**config.mk**
```make
export PLATFORM = sky130hd
export DESIGN_NAME = lsg_panel_gen
export DESIGN_NICKNAME = d
export VERILOG_FILES = /design/src/rtl/lsg_pkg.sv /design/src/rtl/lsg_edge_sync.sv /design/src/rtl/lsg_skid_buf.sv /design/src/rtl/lsg_panel_gen.sv
export SDC_FILE = /design/constraint.sdc
export NUM_CORES = 1
export LEC_CHECK = 0
export ABC_AREA = 1
export BUFFER_PORTS_ARGS = -buffer_cell sky130_fd_sc_hd__buf_2
export CELL_PAD_IN_SITES_DETAIL_PLACEMENT = 0
export CELL_PAD_IN_SITES_GLOBAL_PLACEMENT = 1
export CORE_MARGIN = 5
export CORE_UTILIZATION = 30
export DETAILED_ROUTE_END_ITERATION = 12
export MAX_ROUTING_LAYER = met4
export PLACE_DENSITY = 0.64
export SYNTH_ARGS = -nofsm -noshare
export SYNTH_HDL_FRONTEND = slang
export SYNTH_HIERARCHICAL = 1
export SYNTH_SLANG_ARGS = --single-unit
```
**constraint.sdc**
```tcl
create_clock -name clock -period 4.43 [get_ports clock]
set_input_delay 0.443 -clock clock [delete_from_list [all_inputs] [get_ports clock]]
set_output_delay 0.443 -clock clock [all_outputs]
set_load 0.02 [all_outputs]
```
**src/rtl/lsg_pkg.sv**
```systemverilog
// Shared constants and types for the panel signal generator
package lsg_pkg;
  // Data widths on the panel side
  localparam int unsigned STN_DATA_W  = 4;   // Column data nibble
  localparam int unsigned TFT_DATA_W  = 6;   // TFT pixel word
  localparam int unsigned GROUP_COLS  = 16;  // Shift clocks per enable-chain step
  localparam int unsigned GROUP_HALF  = 3;   // Column index bit that marks half a group
  // Geometry defaults
  localparam int unsigned DEF_LINE_GROUPS = 2;   // Column groups per line
  localparam int unsigned DEF_FRAME_LINES = 8;   // Lines per frame
  localparam int unsigned BUF_DEPTH       = 2;   // Entries in the input buffer
  // Power-save frame count before the disable output drops
  localparam logic [1:0]  PS_FRAMES       = 2'h2;
  // Reset values of the pins and counters
  localparam logic [5:0]  DATA_RST        = 6'h00;
  localparam logic [7:0]  BIAS_CNT_RST    = 8'h00;

  // Line sequencer states
  typedef enum logic [1:0] {
    ST_IDLE  = 2'b00,
    ST_SHIFT = 2'b01,
    ST_LATCH = 2'b10,
    ST_GAP   = 2'b11
  } lsg_state_t;
endpackage

```
**src/rtl/lsg_edge_sync.sv**
```systemverilog
// Two-stage synchroniser with rise and fall detection for the link clock
module lsg_edge_sync (
  // Clocking
  input  wire logic clock,
  input  wire logic sys_rst,
  input  wire logic clk_en,
  // Asynchronous level in
  input  wire logic async_in,
  // Edge pulses out
  output logic      rise,
  output logic      fall
);
  logic meta_reg;   // First stage, read only by the second
  logic sync_reg;   // Second stage
  logic last_reg;   // Previous synchronised level

  // Synchroniser chain; edge detection looks at the second stage only
  always_ff @(posedge clock) begin
    if (sys_rst) begin
      meta_reg <= 1'b0;
      sync_reg <= 1'b0;
      last_reg <= 1'b0;
    end else if (clk_en) begin
      meta_reg <= async_in;
      sync_reg <= meta_reg;
      last_reg <= sync_reg;
    end
  end

  assign rise = clk_en & sync_reg & ~last_reg;
  assign fall = clk_en & ~sync_reg & last_reg;
endmodule // lsg_edge_sync

```
**src/rtl/lsg_skid_buf.sv**
```systemverilog
// Small valid/ready FIFO that absorbs receiver stalls without loss
module lsg_skid_buf #(
  parameter int unsigned W     = 6,
  parameter int unsigned DEPTH = 2
) (
  // Clocking
  input  wire logic         clock,
  input  wire logic         sys_rst,
  input  wire logic         clk_en,
  // Fill side
  input  wire logic         in_valid,
  output logic              in_ready,
  input  wire logic [W-1:0] in_data,
  // Drain side
  output logic              out_valid,
  input  wire logic         out_ready,
  output logic [W-1:0]      out_data
);
  localparam int unsigned AW = (DEPTH > 1) ? $clog2(DEPTH) : 1;
  logic [W-1:0]  mem_reg [DEPTH];   // Storage entries
  logic [AW-1:0] wr_ptr_reg;        // Next slot to fill
  logic [AW-1:0] rd_ptr_reg;        // Oldest slot
  logic [AW:0]   count_reg;         // Occupancy
  logic [AW:0]   count_next;        // Occupancy after this cycle
  logic          in_ready_reg;      // Room for a word, held in a flop
  logic          push;
  logic          pop;

  // Ready comes from a flop so the port has no path through the occupancy logic
  assign in_ready  = in_ready_reg;
  assign out_valid = (count_reg != '0);
  assign out_data  = mem_reg[rd_ptr_reg];
  assign push      = clk_en & in_valid & in_ready;
  assign pop       = clk_en & out_valid & out_ready;

  // Storage write
  always_ff @(posedge clock) begin
    if (push) begin
      mem_reg[wr_ptr_reg] <= in_data;
    end
  end

  // Next occupancy; push and pop in one cycle leave it unchanged
  always_comb begin
    count_next = count_reg;
    if (push && !pop) begin
      count_next = count_reg + (AW+1)'(1);
    end else if (pop && !push) begin
      count_next = count_reg - (AW+1)'(1);
    end
  end

  // Pointers and occupancy; wrap at DEPTH
  // Ready stays low in reset and rises at the first edge after release
  always_ff @(posedge clock) begin
    if (sys_rst) begin
      wr_ptr_reg   <= '0;
      rd_ptr_reg   <= '0;
      count_reg    <= '0;
      in_ready_reg <= 1'b0;
    end else begin
      if (push) begin
        wr_ptr_reg <= (wr_ptr_reg == AW'(DEPTH - 1)) ? '0 : wr_ptr_reg + AW'(1);
      end
      if (pop) begin
        rd_ptr_reg <= (rd_ptr_reg == AW'(DEPTH - 1)) ? '0 : rd_ptr_reg + AW'(1);
      end
      count_reg    <= count_next;
      // Full when every entry holds a word
      in_ready_reg <= (count_next != (AW+1)'(DEPTH));
    end
  end
endmodule // lsg_skid_buf

```
**src/rtl/lsg_panel_gen.sv**
```systemverilog
// Panel signal generator: STN driver control or TFT timing on shared pins
// Operation
// - Select bit one gives TFT, zero STN
// - Enable chain clock falls once per sixteen
// - STN column data on four low pins
// - TFT gives data, enable, clock, hsync, vsync
// - Bias toggle period set by host
// - One line latch pulse per line
// - Frame pulse active during last line
// - Column clocks per line multiple of sixteen
// - Shift clock stopped from latch to next line
// - Disable high when active in STN, low after power save; always low in TFT
// - Reset returns everything to inactive state
module lsg_panel_gen #(
  parameter int unsigned LINE_GROUPS = lsg_pkg::DEF_LINE_GROUPS,
  parameter int unsigned FRAME_LINES = lsg_pkg::DEF_FRAME_LINES
) (
  // Clock, reset, enable
  input  wire logic       clock,
  input  wire logic       sys_rst,
  input  wire logic       clk_en,
  // Link timing reference from outside
  input  wire logic       link_clock,
  // Configuration from the controller
  input  wire logic       tft_select,
  input  wire logic [7:0] bias_lines,
  input  wire logic       power_save,
  // Pixel stream in
  input  wire logic       pix_valid,
  output logic            pix_ready,
  input  wire logic [5:0] pix_data,
  // Panel pins
  output logic [3:0]      panel_data,
  output logic            panel_data_bit4,
  output logic            panel_data_bit5,
  output logic            panel_data_enable,
  output logic            panel_line_sync,
  output logic            panel_frame_sync,
  output logic            panel_pixel_clock,
  output logic            display_disable
);
  localparam int unsigned LINE_COLS = LINE_GROUPS * lsg_pkg::GROUP_COLS;
  localparam int unsigned CW        = $clog2(LINE_COLS + 1);
  localparam int unsigned LW        = (FRAME_LINES > 1) ? $clog2(FRAME_LINES) : 1;

  lsg_pkg::lsg_state_t state_reg;     // Line sequencer state
  logic [CW-1:0]       col_cnt_reg;   // Columns shifted this line
  logic [LW-1:0]       line_cnt_reg;  // Current line in frame
  logic [5:0]          data_reg;      // Word on the data pins
  logic                sclk_reg;      // Column shift / pixel clock
  logic                ecl_reg;       // Enable chain clock
  logic                lp_reg;        // Line latch pulse / hsync
  logic                row_shift_clock_reg;      // Row shift clock
  logic                yd_reg;        // Frame pulse / vsync
  logic                den_reg;       // Data enable
  logic                bias_reg;      // Backplane bias toggle
  logic [7:0]          bias_cnt_reg;  // Lines since last bias toggle
  logic [1:0]          ps_cnt_reg;    // Frame ends seen in power save
  logic                dis_reg;       // Display enabled level
  // Pin registers
  logic [3:0]          pd_pin_reg;
  logic                b4_pin_reg;
  logic                b5_pin_reg;
  logic                den_pin_reg;
  logic                line_pin_reg;
  logic                frame_pin_reg;
  logic                pclk_pin_reg;
  logic                dis_pin_reg;
  // Internal strobes
  logic                tick_rise;
  logic                tick_fall;
  logic                buf_valid;
  logic [5:0]          buf_data;
  logic                buf_pop;
  logic                lp_fall;
  logic                frame_end;

  // Link clock edges become timing ticks
  lsg_edge_sync u_sync (
    .clock    (clock),
    .sys_rst  (sys_rst),
    .clk_en   (clk_en),
    .async_in (link_clock),
    .rise     (tick_rise),
    .fall     (tick_fall)
  );

  // Pixel words wait here so a stalled line loses nothing
  lsg_skid_buf #(
    .W     (lsg_pkg::TFT_DATA_W),
    .DEPTH (lsg_pkg::BUF_DEPTH)
  ) u_buf (
    .clock     (clock),
    .sys_rst   (sys_rst),
    .clk_en    (clk_en),
    .in_valid  (pix_valid),
    .in_ready  (pix_ready),
    .in_data   (pix_data),
    .out_valid (buf_valid),
    .out_ready (buf_pop),
    .out_data  (buf_data)
  );

  // A word leaves the buffer only on a rise tick of an unfinished line
  assign buf_pop   = (state_reg == lsg_pkg::ST_SHIFT) && tick_rise && buf_valid
                     && (col_cnt_reg != CW'(LINE_COLS));
  assign lp_fall   = (state_reg == lsg_pkg::ST_LATCH) && tick_fall && lp_reg;
  assign frame_end = lp_fall && (line_cnt_reg == LW'(FRAME_LINES - 1));

  // Line sequencer: shift columns, latch, short gap, next line
  always_ff @(posedge clock) begin
    if (sys_rst) begin
      state_reg   <= lsg_pkg::ST_IDLE;
      col_cnt_reg <= '0;
    end else if (clk_en) begin
      case (state_reg)
        lsg_pkg::ST_IDLE: begin
          // Start on a clean tick so the first clock high is full width
          if (tick_rise) begin
            state_reg <= lsg_pkg::ST_SHIFT;
          end
        end
        lsg_pkg::ST_SHIFT: begin
          if (buf_pop) begin
            col_cnt_reg <= col_cnt_reg + CW'(1);
          end
          // Whole groups only, so the count is a multiple of sixteen
          if (tick_fall && col_cnt_reg == CW'(LINE_COLS)) begin
            state_reg <= lsg_pkg::ST_LATCH;
          end
        end
        lsg_pkg::ST_LATCH: begin
          if (lp_fall) begin
            state_reg   <= lsg_pkg::ST_GAP;
            col_cnt_reg <= '0;
          end
        end
        lsg_pkg::ST_GAP: begin
          if (tick_rise) begin
            state_reg <= lsg_pkg::ST_SHIFT;
          end
        end
        default: begin
          state_reg <= lsg_pkg::ST_IDLE;
        end
      endcase
    end
  end

  // Column data and shift clock; clock only runs while words flow
  always_ff @(posedge clock) begin
    if (sys_rst) begin
      data_reg <= lsg_pkg::DATA_RST;
      sclk_reg <= 1'b0;
      den_reg  <= 1'b0;
      ecl_reg  <= 1'b0;
    end else if (clk_en) begin
      if (buf_pop) begin
        data_reg <= buf_data;
        sclk_reg <= 1'b1;
        den_reg  <= 1'b1;
        // High for the first half of each group: one fall per sixteen
        ecl_reg  <= ~col_cnt_reg[lsg_pkg::GROUP_HALF];
      end else if (tick_fall) begin
        // Falling edge with data held stable for the column drivers
        sclk_reg <= 1'b0;
      end
      // No clock outside the shifting state saves power
      if (state_reg != lsg_pkg::ST_SHIFT) begin
        den_reg  <= 1'b0;
        sclk_reg <= 1'b0;
      end
    end
  end

  // Line latch pulse and row shift clock, one pulse per line
  always_ff @(posedge clock) begin
    if (sys_rst) begin
      lp_reg   <= 1'b0;
      row_shift_clock_reg <= 1'b0;
    end else if (clk_en) begin
      if (state_reg == lsg_pkg::ST_LATCH && tick_rise && !lp_reg) begin
        lp_reg   <= 1'b1;
        row_shift_clock_reg <= 1'b1;
      end else if (lp_fall) begin
        lp_reg   <= 1'b0;
        row_shift_clock_reg <= 1'b0;
      end
    end
  end

  // Line count and frame pulse; the pulse stays up through the last latch
  always_ff @(posedge clock) begin
    if (sys_rst) begin
      line_cnt_reg <= '0;
      yd_reg       <= 1'b0;
    end else if (clk_en && lp_fall) begin
      if (frame_end) begin
        line_cnt_reg <= '0;
        yd_reg       <= (FRAME_LINES == 1);
      end else begin
        line_cnt_reg <= line_cnt_reg + LW'(1);
        // Row drivers sample it on the falling row clock of this line
        yd_reg <= (line_cnt_reg + LW'(1) == LW'(FRAME_LINES - 1));
      end
    end
  end

  // Backplane bias toggles every bias_lines lines; zero means once per frame
  always_ff @(posedge clock) begin
    if (sys_rst) begin
      bias_reg     <= 1'b0;
      bias_cnt_reg <= lsg_pkg::BIAS_CNT_RST;
    end else if (clk_en && lp_fall) begin
      if (bias_lines == 8'h00) begin
        bias_cnt_reg <= lsg_pkg::BIAS_CNT_RST;
        if (frame_end) begin
          bias_reg <= ~bias_reg;
        end
      end else if (bias_cnt_reg + 8'h01 >= bias_lines) begin
        bias_cnt_reg <= lsg_pkg::BIAS_CNT_RST;
        bias_reg     <= ~bias_reg;
      end else begin
        bias_cnt_reg <= bias_cnt_reg + 8'h01;
      end
    end
  end

  // Display disable: drops at the second frame end after power save
  always_ff @(posedge clock) begin
    if (sys_rst) begin
      ps_cnt_reg <= lsg_pkg::PS_FRAMES;
      dis_reg    <= 1'b0;
    end else if (clk_en && frame_end) begin
      if (!power_save) begin
        ps_cnt_reg <= 2'h0;
        dis_reg    <= 1'b1;
      end else if (ps_cnt_reg != lsg_pkg::PS_FRAMES) begin
        ps_cnt_reg <= ps_cnt_reg + 2'h1;
        // Row drivers blank themselves once this goes low
        dis_reg    <= (ps_cnt_reg + 2'h1 != lsg_pkg::PS_FRAMES);
      end
    end
  end

  // Pin routing by interface select, registered so pins come from flops
  always_ff @(posedge clock) begin
    if (sys_rst) begin
      pd_pin_reg    <= 4'h0;
      b4_pin_reg    <= 1'b0;
      b5_pin_reg    <= 1'b0;
      den_pin_reg   <= 1'b0;
      line_pin_reg  <= 1'b0;
      frame_pin_reg <= 1'b0;
      pclk_pin_reg  <= 1'b0;
      dis_pin_reg   <= 1'b0;
    end else if (clk_en) begin
      pd_pin_reg    <= data_reg[lsg_pkg::STN_DATA_W-1:0];
      line_pin_reg  <= lp_reg;
      frame_pin_reg <= yd_reg;
      pclk_pin_reg  <= sclk_reg;
      if (tft_select) begin
        b4_pin_reg  <= data_reg[lsg_pkg::STN_DATA_W];
        b5_pin_reg  <= data_reg[lsg_pkg::STN_DATA_W + 1];
        den_pin_reg <= den_reg;
        dis_pin_reg <= 1'b0;
      end else begin
        b4_pin_reg  <= ecl_reg;
        b5_pin_reg  <= row_shift_clock_reg;
        den_pin_reg <= bias_reg;
        dis_pin_reg <= dis_reg;
      end
    end
  end

  assign panel_data        = pd_pin_reg;
  assign panel_data_bit4   = b4_pin_reg;
  assign panel_data_bit5   = b5_pin_reg;
  assign panel_data_enable = den_pin_reg;
  assign panel_line_sync   = line_pin_reg;
  assign panel_frame_sync  = frame_pin_reg;
  assign panel_pixel_clock = pclk_pin_reg;
  assign display_disable   = dis_pin_reg;

  // Checks on the generated timing
  AST_PIN_ROUTE: assert property (@(posedge clock) disable iff (sys_rst)
    clk_en && !tft_select |=> panel_data_bit4 == $past(ecl_reg))
    else $error("enable chain clock not routed in STN mode");
  AST_ECL_SYNC: assert property (@(posedge clock) disable iff (sys_rst)
    $changed(ecl_reg) |-> $rose(sclk_reg))
    else $error("enable chain clock moved without a shift clock");
  AST_COL_MULT: assert property (@(posedge clock) disable iff (sys_rst)
    $rose(lp_reg) |-> col_cnt_reg == CW'(LINE_COLS))
    else $error("line latched with wrong column count");
  AST_SCLK_STOP: assert property (@(posedge clock) disable iff (sys_rst)
    state_reg == lsg_pkg::ST_LATCH |-> !sclk_reg)
    else $error("shift clock running during latch");
  AST_DATA_HOLD: assert property (@(posedge clock) disable iff (sys_rst)
    $fell(sclk_reg) |-> $stable(data_reg))
    else $error("column data changed at shift clock fall");
  AST_LP_WIDTH: assert property (@(posedge clock) disable iff (sys_rst || !clk_en)
    $rose(lp_reg) |-> lp_reg [*2] ##[1:40] !lp_reg)
    else $error("line latch pulse width wrong");
  AST_YD_LAST: assert property (@(posedge clock) disable iff (sys_rst)
    $rose(lp_reg) |-> yd_reg == (line_cnt_reg == LW'(FRAME_LINES - 1)))
    else $error("frame pulse not on last line");
  AST_BIAS_AT_LINE: assert property (@(posedge clock) disable iff (sys_rst)
    $changed(bias_reg) |-> $past(lp_fall))
    else $error("bias toggled outside a line end");
  AST_DIS_DROP: assert property (@(posedge clock) disable iff (sys_rst)
    $fell(dis_reg) |-> $past(frame_end) && $past(power_save))
    else $error("display disable dropped without power save");
  AST_RESET_PINS: assert property (@(posedge clock)
    sys_rst |=> panel_line_sync == 1'b0 && panel_pixel_clock == 1'b0 && display_disable == 1'b0)
    else $error("pins not inactive after reset");
  COV_LINE: cover property (@(posedge clock) disable iff (sys_rst) lp_fall);
  COV_FRAME: cover property (@(posedge clock) disable iff (sys_rst) frame_end && yd_reg);
  COV_PSAVE: cover property (@(posedge clock) disable iff (sys_rst) $fell(dis_reg));
  COV_TFT: cover property (@(posedge clock) disable iff (sys_rst) tft_select && buf_pop);
endmodule // lsg_panel_gen

```
==> metrics.yaml <==
hold_path_end: "u_buf/mem_reg[1][5]$_DFFE_PP_"
synth_flop_cell: "dfxtp_1"
cts_buffers: 9
clk_pin_slew_ps: 80
avgSynthCellArea_um2: 7.823
cp_num_buf_inv: 1
cts_resized: 0
maxCapViolCount: 0
tritoncts: "built"
path_max_fanout: 8
ys_types: 28
dieArea_mm2: 0.01280
avgViaCountPerCell: 4.387
drc: 0
insertion_delay_ps: 350
grt_pass1_vias: 2661
critPathTopFamily: "simple AND/OR/NAND/NOR gates"
yosys_warnings: 6
avgRoutedWirePerCell_um: 11.13
whs_path_depth: 1
path_class: "flip-flop to flip-flop"
synth_edf_count: 12
post-dp-hpwl_um: 4792
drv_slew: 0
gp_congestion: 0.7856
wl_um: 6502
grt_pass1_wl_um: 11890
cp_slowest_cell: "dfxtp_1"
synthCells: 408
dpl.cell_count: 568
nets: 484
largest_reg_flops: 12
area.growth.synth_to_final_pct: 15.84
utilization_pct: 35.65
synthesis.nets: 449
antenna_found_initial: 0
worstPathCellList: "ha_1 > nand4_1 > o21ai_0 > nand2_1 > inv_1 > ha_1 > nand2_1 > nor2_1 > nor2_1 > nand4_2 > o21ai_0"
setup_viol: 0
crit_path_end_kind: "flip-flop"
fin_crit_ps: 2180
ys_ff_latch: 66
rrSetupSlack_ps: 2250
drt.antenna.violating_nets: 0
cts_setup_buffers: 0
r2r_end: "bias_cnt_reg[1]$_SDFFE_PP0P_"
tns_ps: 0
worstReg2RegStart: "bias_cnt_reg[0]$_SDFFE_PP0P_"
slew_headroom_pct: 44.92
vias: 2562
io_buffer_count: 32
leakagePower_nw: 1.646
netlist_area_mm2: 0.003192
drtPass1Iterations: 4
arrival_ps: 2440
dieHeight_um: 113.1
path_depth: 11
rows: 37
grt_overflow: 0
hold_path_startpoint: "pix_data[5]"
status: "completed"
grtUsageTotal_pct: 11.70
irDropWorstVdd_mv: 0.1960
die_w_um: 113.1
hold_class: "input pin to flip-flop"
cts_hold_buf: 0
slowest_delay_ps: 400
hold_viol: 0
cp-start-kind: "flip-flop"
core_mm2: 0.01037
rsz0062_at_grt: "no"
drive_gt1_share_pct: 15.18
cts_sinks: 66
async_flop_share_pct: 0
grt_max_degree: 32
clock.fmax_ghz: 0.4587
yosysSeqAreaShare_pct: 45.16
ioPinCount: 33
drtIter0Drc: 125
cts_root_buf: "clkbuf_8"
cts_buffer_depth: 2
instances_no_fill: 584
power.density_mw_per_mm2: 372.6
worstMarginPinSlew_ps: 825.3
finalClockSkew_ps: 9.263
reg2reg_depth: 11
cts-htree-levels: 3
period_share_pct: 49.21
pre_cts_ws_ps: 2045
setup_slack_ps: 2250
initial_core_util_pct: 30.78
worstPathRequired_ps: 4690
diodes: 0
-- cell usage after synthesis, types with 3 or more instances --
cell	number	share of area (%)
nand2_1	80	9.4
inv_1	64	7.5
dfxtp_1	54	34
nor2_1	49	5.8
a21oi_1	31	4.9
o21ai_0	30	4.7
ha_1	20	7.8
nand3_1	18	2.8
edfxtp_1	12	11
clkbuf_1	6	0.71
mux2_2	6	2.1
nand2_2	4	0.78
nand3_2	4	1.3
nand4_1	4	0.78
o211ai_1	4	0.94
xor2_1	4	1.1
o22ai_1	3	0.59
-- power breakdown --
| part | internal (mW) | switching [mW] | leakage (nW) |
|---|---|---|---|
| combinational | 0.0666 | 0.124 | 0.996 |
| clock | 0.269 | 0.259 | 0.102 |
| sequential | 0.642 | 0.0172 | 0.547 |
| total | 0.978 | 0.400 | 1.65 |
-- how the worst max path moves through the flow --
stage | from | end | slack [ps]
6_report | bias_cnt_reg[0]$_SDFFE_PP0P_ | bias_cnt_reg[1]$_SDFFE_PP0P_ | 2250
5_1_grt | bias_cnt_reg[0]$_SDFFE_PP0P_ | bias_cnt_reg[1]$_SDFFE_PP0P_ | 1860
4_1_cts | bias_cnt_reg[0]$_SDFFE_PP0P_ | bias_cnt_reg[1]$_SDFFE_PP0P_ | 2220
3_3_place_gp | clk_en | data_reg[2]$_SDFFE_PP0P_ | 2130
3_5_place_dp | clk_en | data_reg[0]$_SDFFE_PP0P_ | 2040
2_1_floorplan | bias_cnt_reg[0]$_SDFFE_PP0P_ | bias_cnt_reg[7]$_SDFFE_PP0P_ | 2600
-- cell usage in the layout, fill, tap and decap left out, drive strengths merged --
cell,Yosys,final
xnor2,1,1
clkbuf,6,9
inv,65,68
nand3,22,22
edfxtp,12,12
nand2,84,84
nor2,50,50
mux2,6,6
o211ai,4,4
o22ai,3,3
xor2,4,4
dfxtp,54,54
o41ai,1,1
a211oi,2,2
clkinv,0,2
a21oi,33,33
bufinv,0,1
ha,20,20
nor3,3,3
buf,2,32
clkinvlp,0,1
nand4,5,5
a21o,1,1
o21ai,30,30
-- cells by family after synthesis --
| kind of cell | share of synthesized area, % |
|---|---|
| xor gates and xnor gates | 1.372 |
| AOI/OAI and AO/OA | 12.62 |
| and+or+nand+nor | 22.23 |
| muxes | 2.117 |
| DFF | 45.16 |
| adders and majority gates | 7.840 |
| buffers and inverters | 8.663 |
-- metal layers --
metal	GRT usage [%]	wire, um	vias to the layer above	part of all wire (%)
met1	14.05	3145	1122	48
met4	5.849	157	0	2.4
met3	2.567	223	13	3.4
met5	-	0	-	0
met2	18.52	2975	36	46
li1	-	-	1391	-
-- cell type report --
| cell class | count | area [um2] |
|---|---|---|
| Inverter | 65 | 244.0 |
| Clock buffer | 9 | 123.9 |
| Tap cell | 136 | 170.2 |
| Clock inverter | 7 | 83.83 |
| Fill cell | 1109 | 6673 |
| Timing Repair Buffer | 32 | 160.2 |
| Multi-Input combinational cell | 269 | 1474 |
| Sequential cell | 66 | 1441 |
-- per-stage QoR --
stage | hold WS (ps) | total power [mW] | area [um2]
2_1_floorplan | 428.9 | 0.8105 | 3192
3_3_place_gp | 450.2 | 0.8647 | 3490
3_5_place_dp | 453.1 | 0.8662 | 3490
4_1_cts | 255.5 | 1.402 | 3697
5_1_grt | 256.6 | 1.462 | 3697
6_report | 276.4 | 1.378 | 3697
Power figures use the tool's default switching activity.
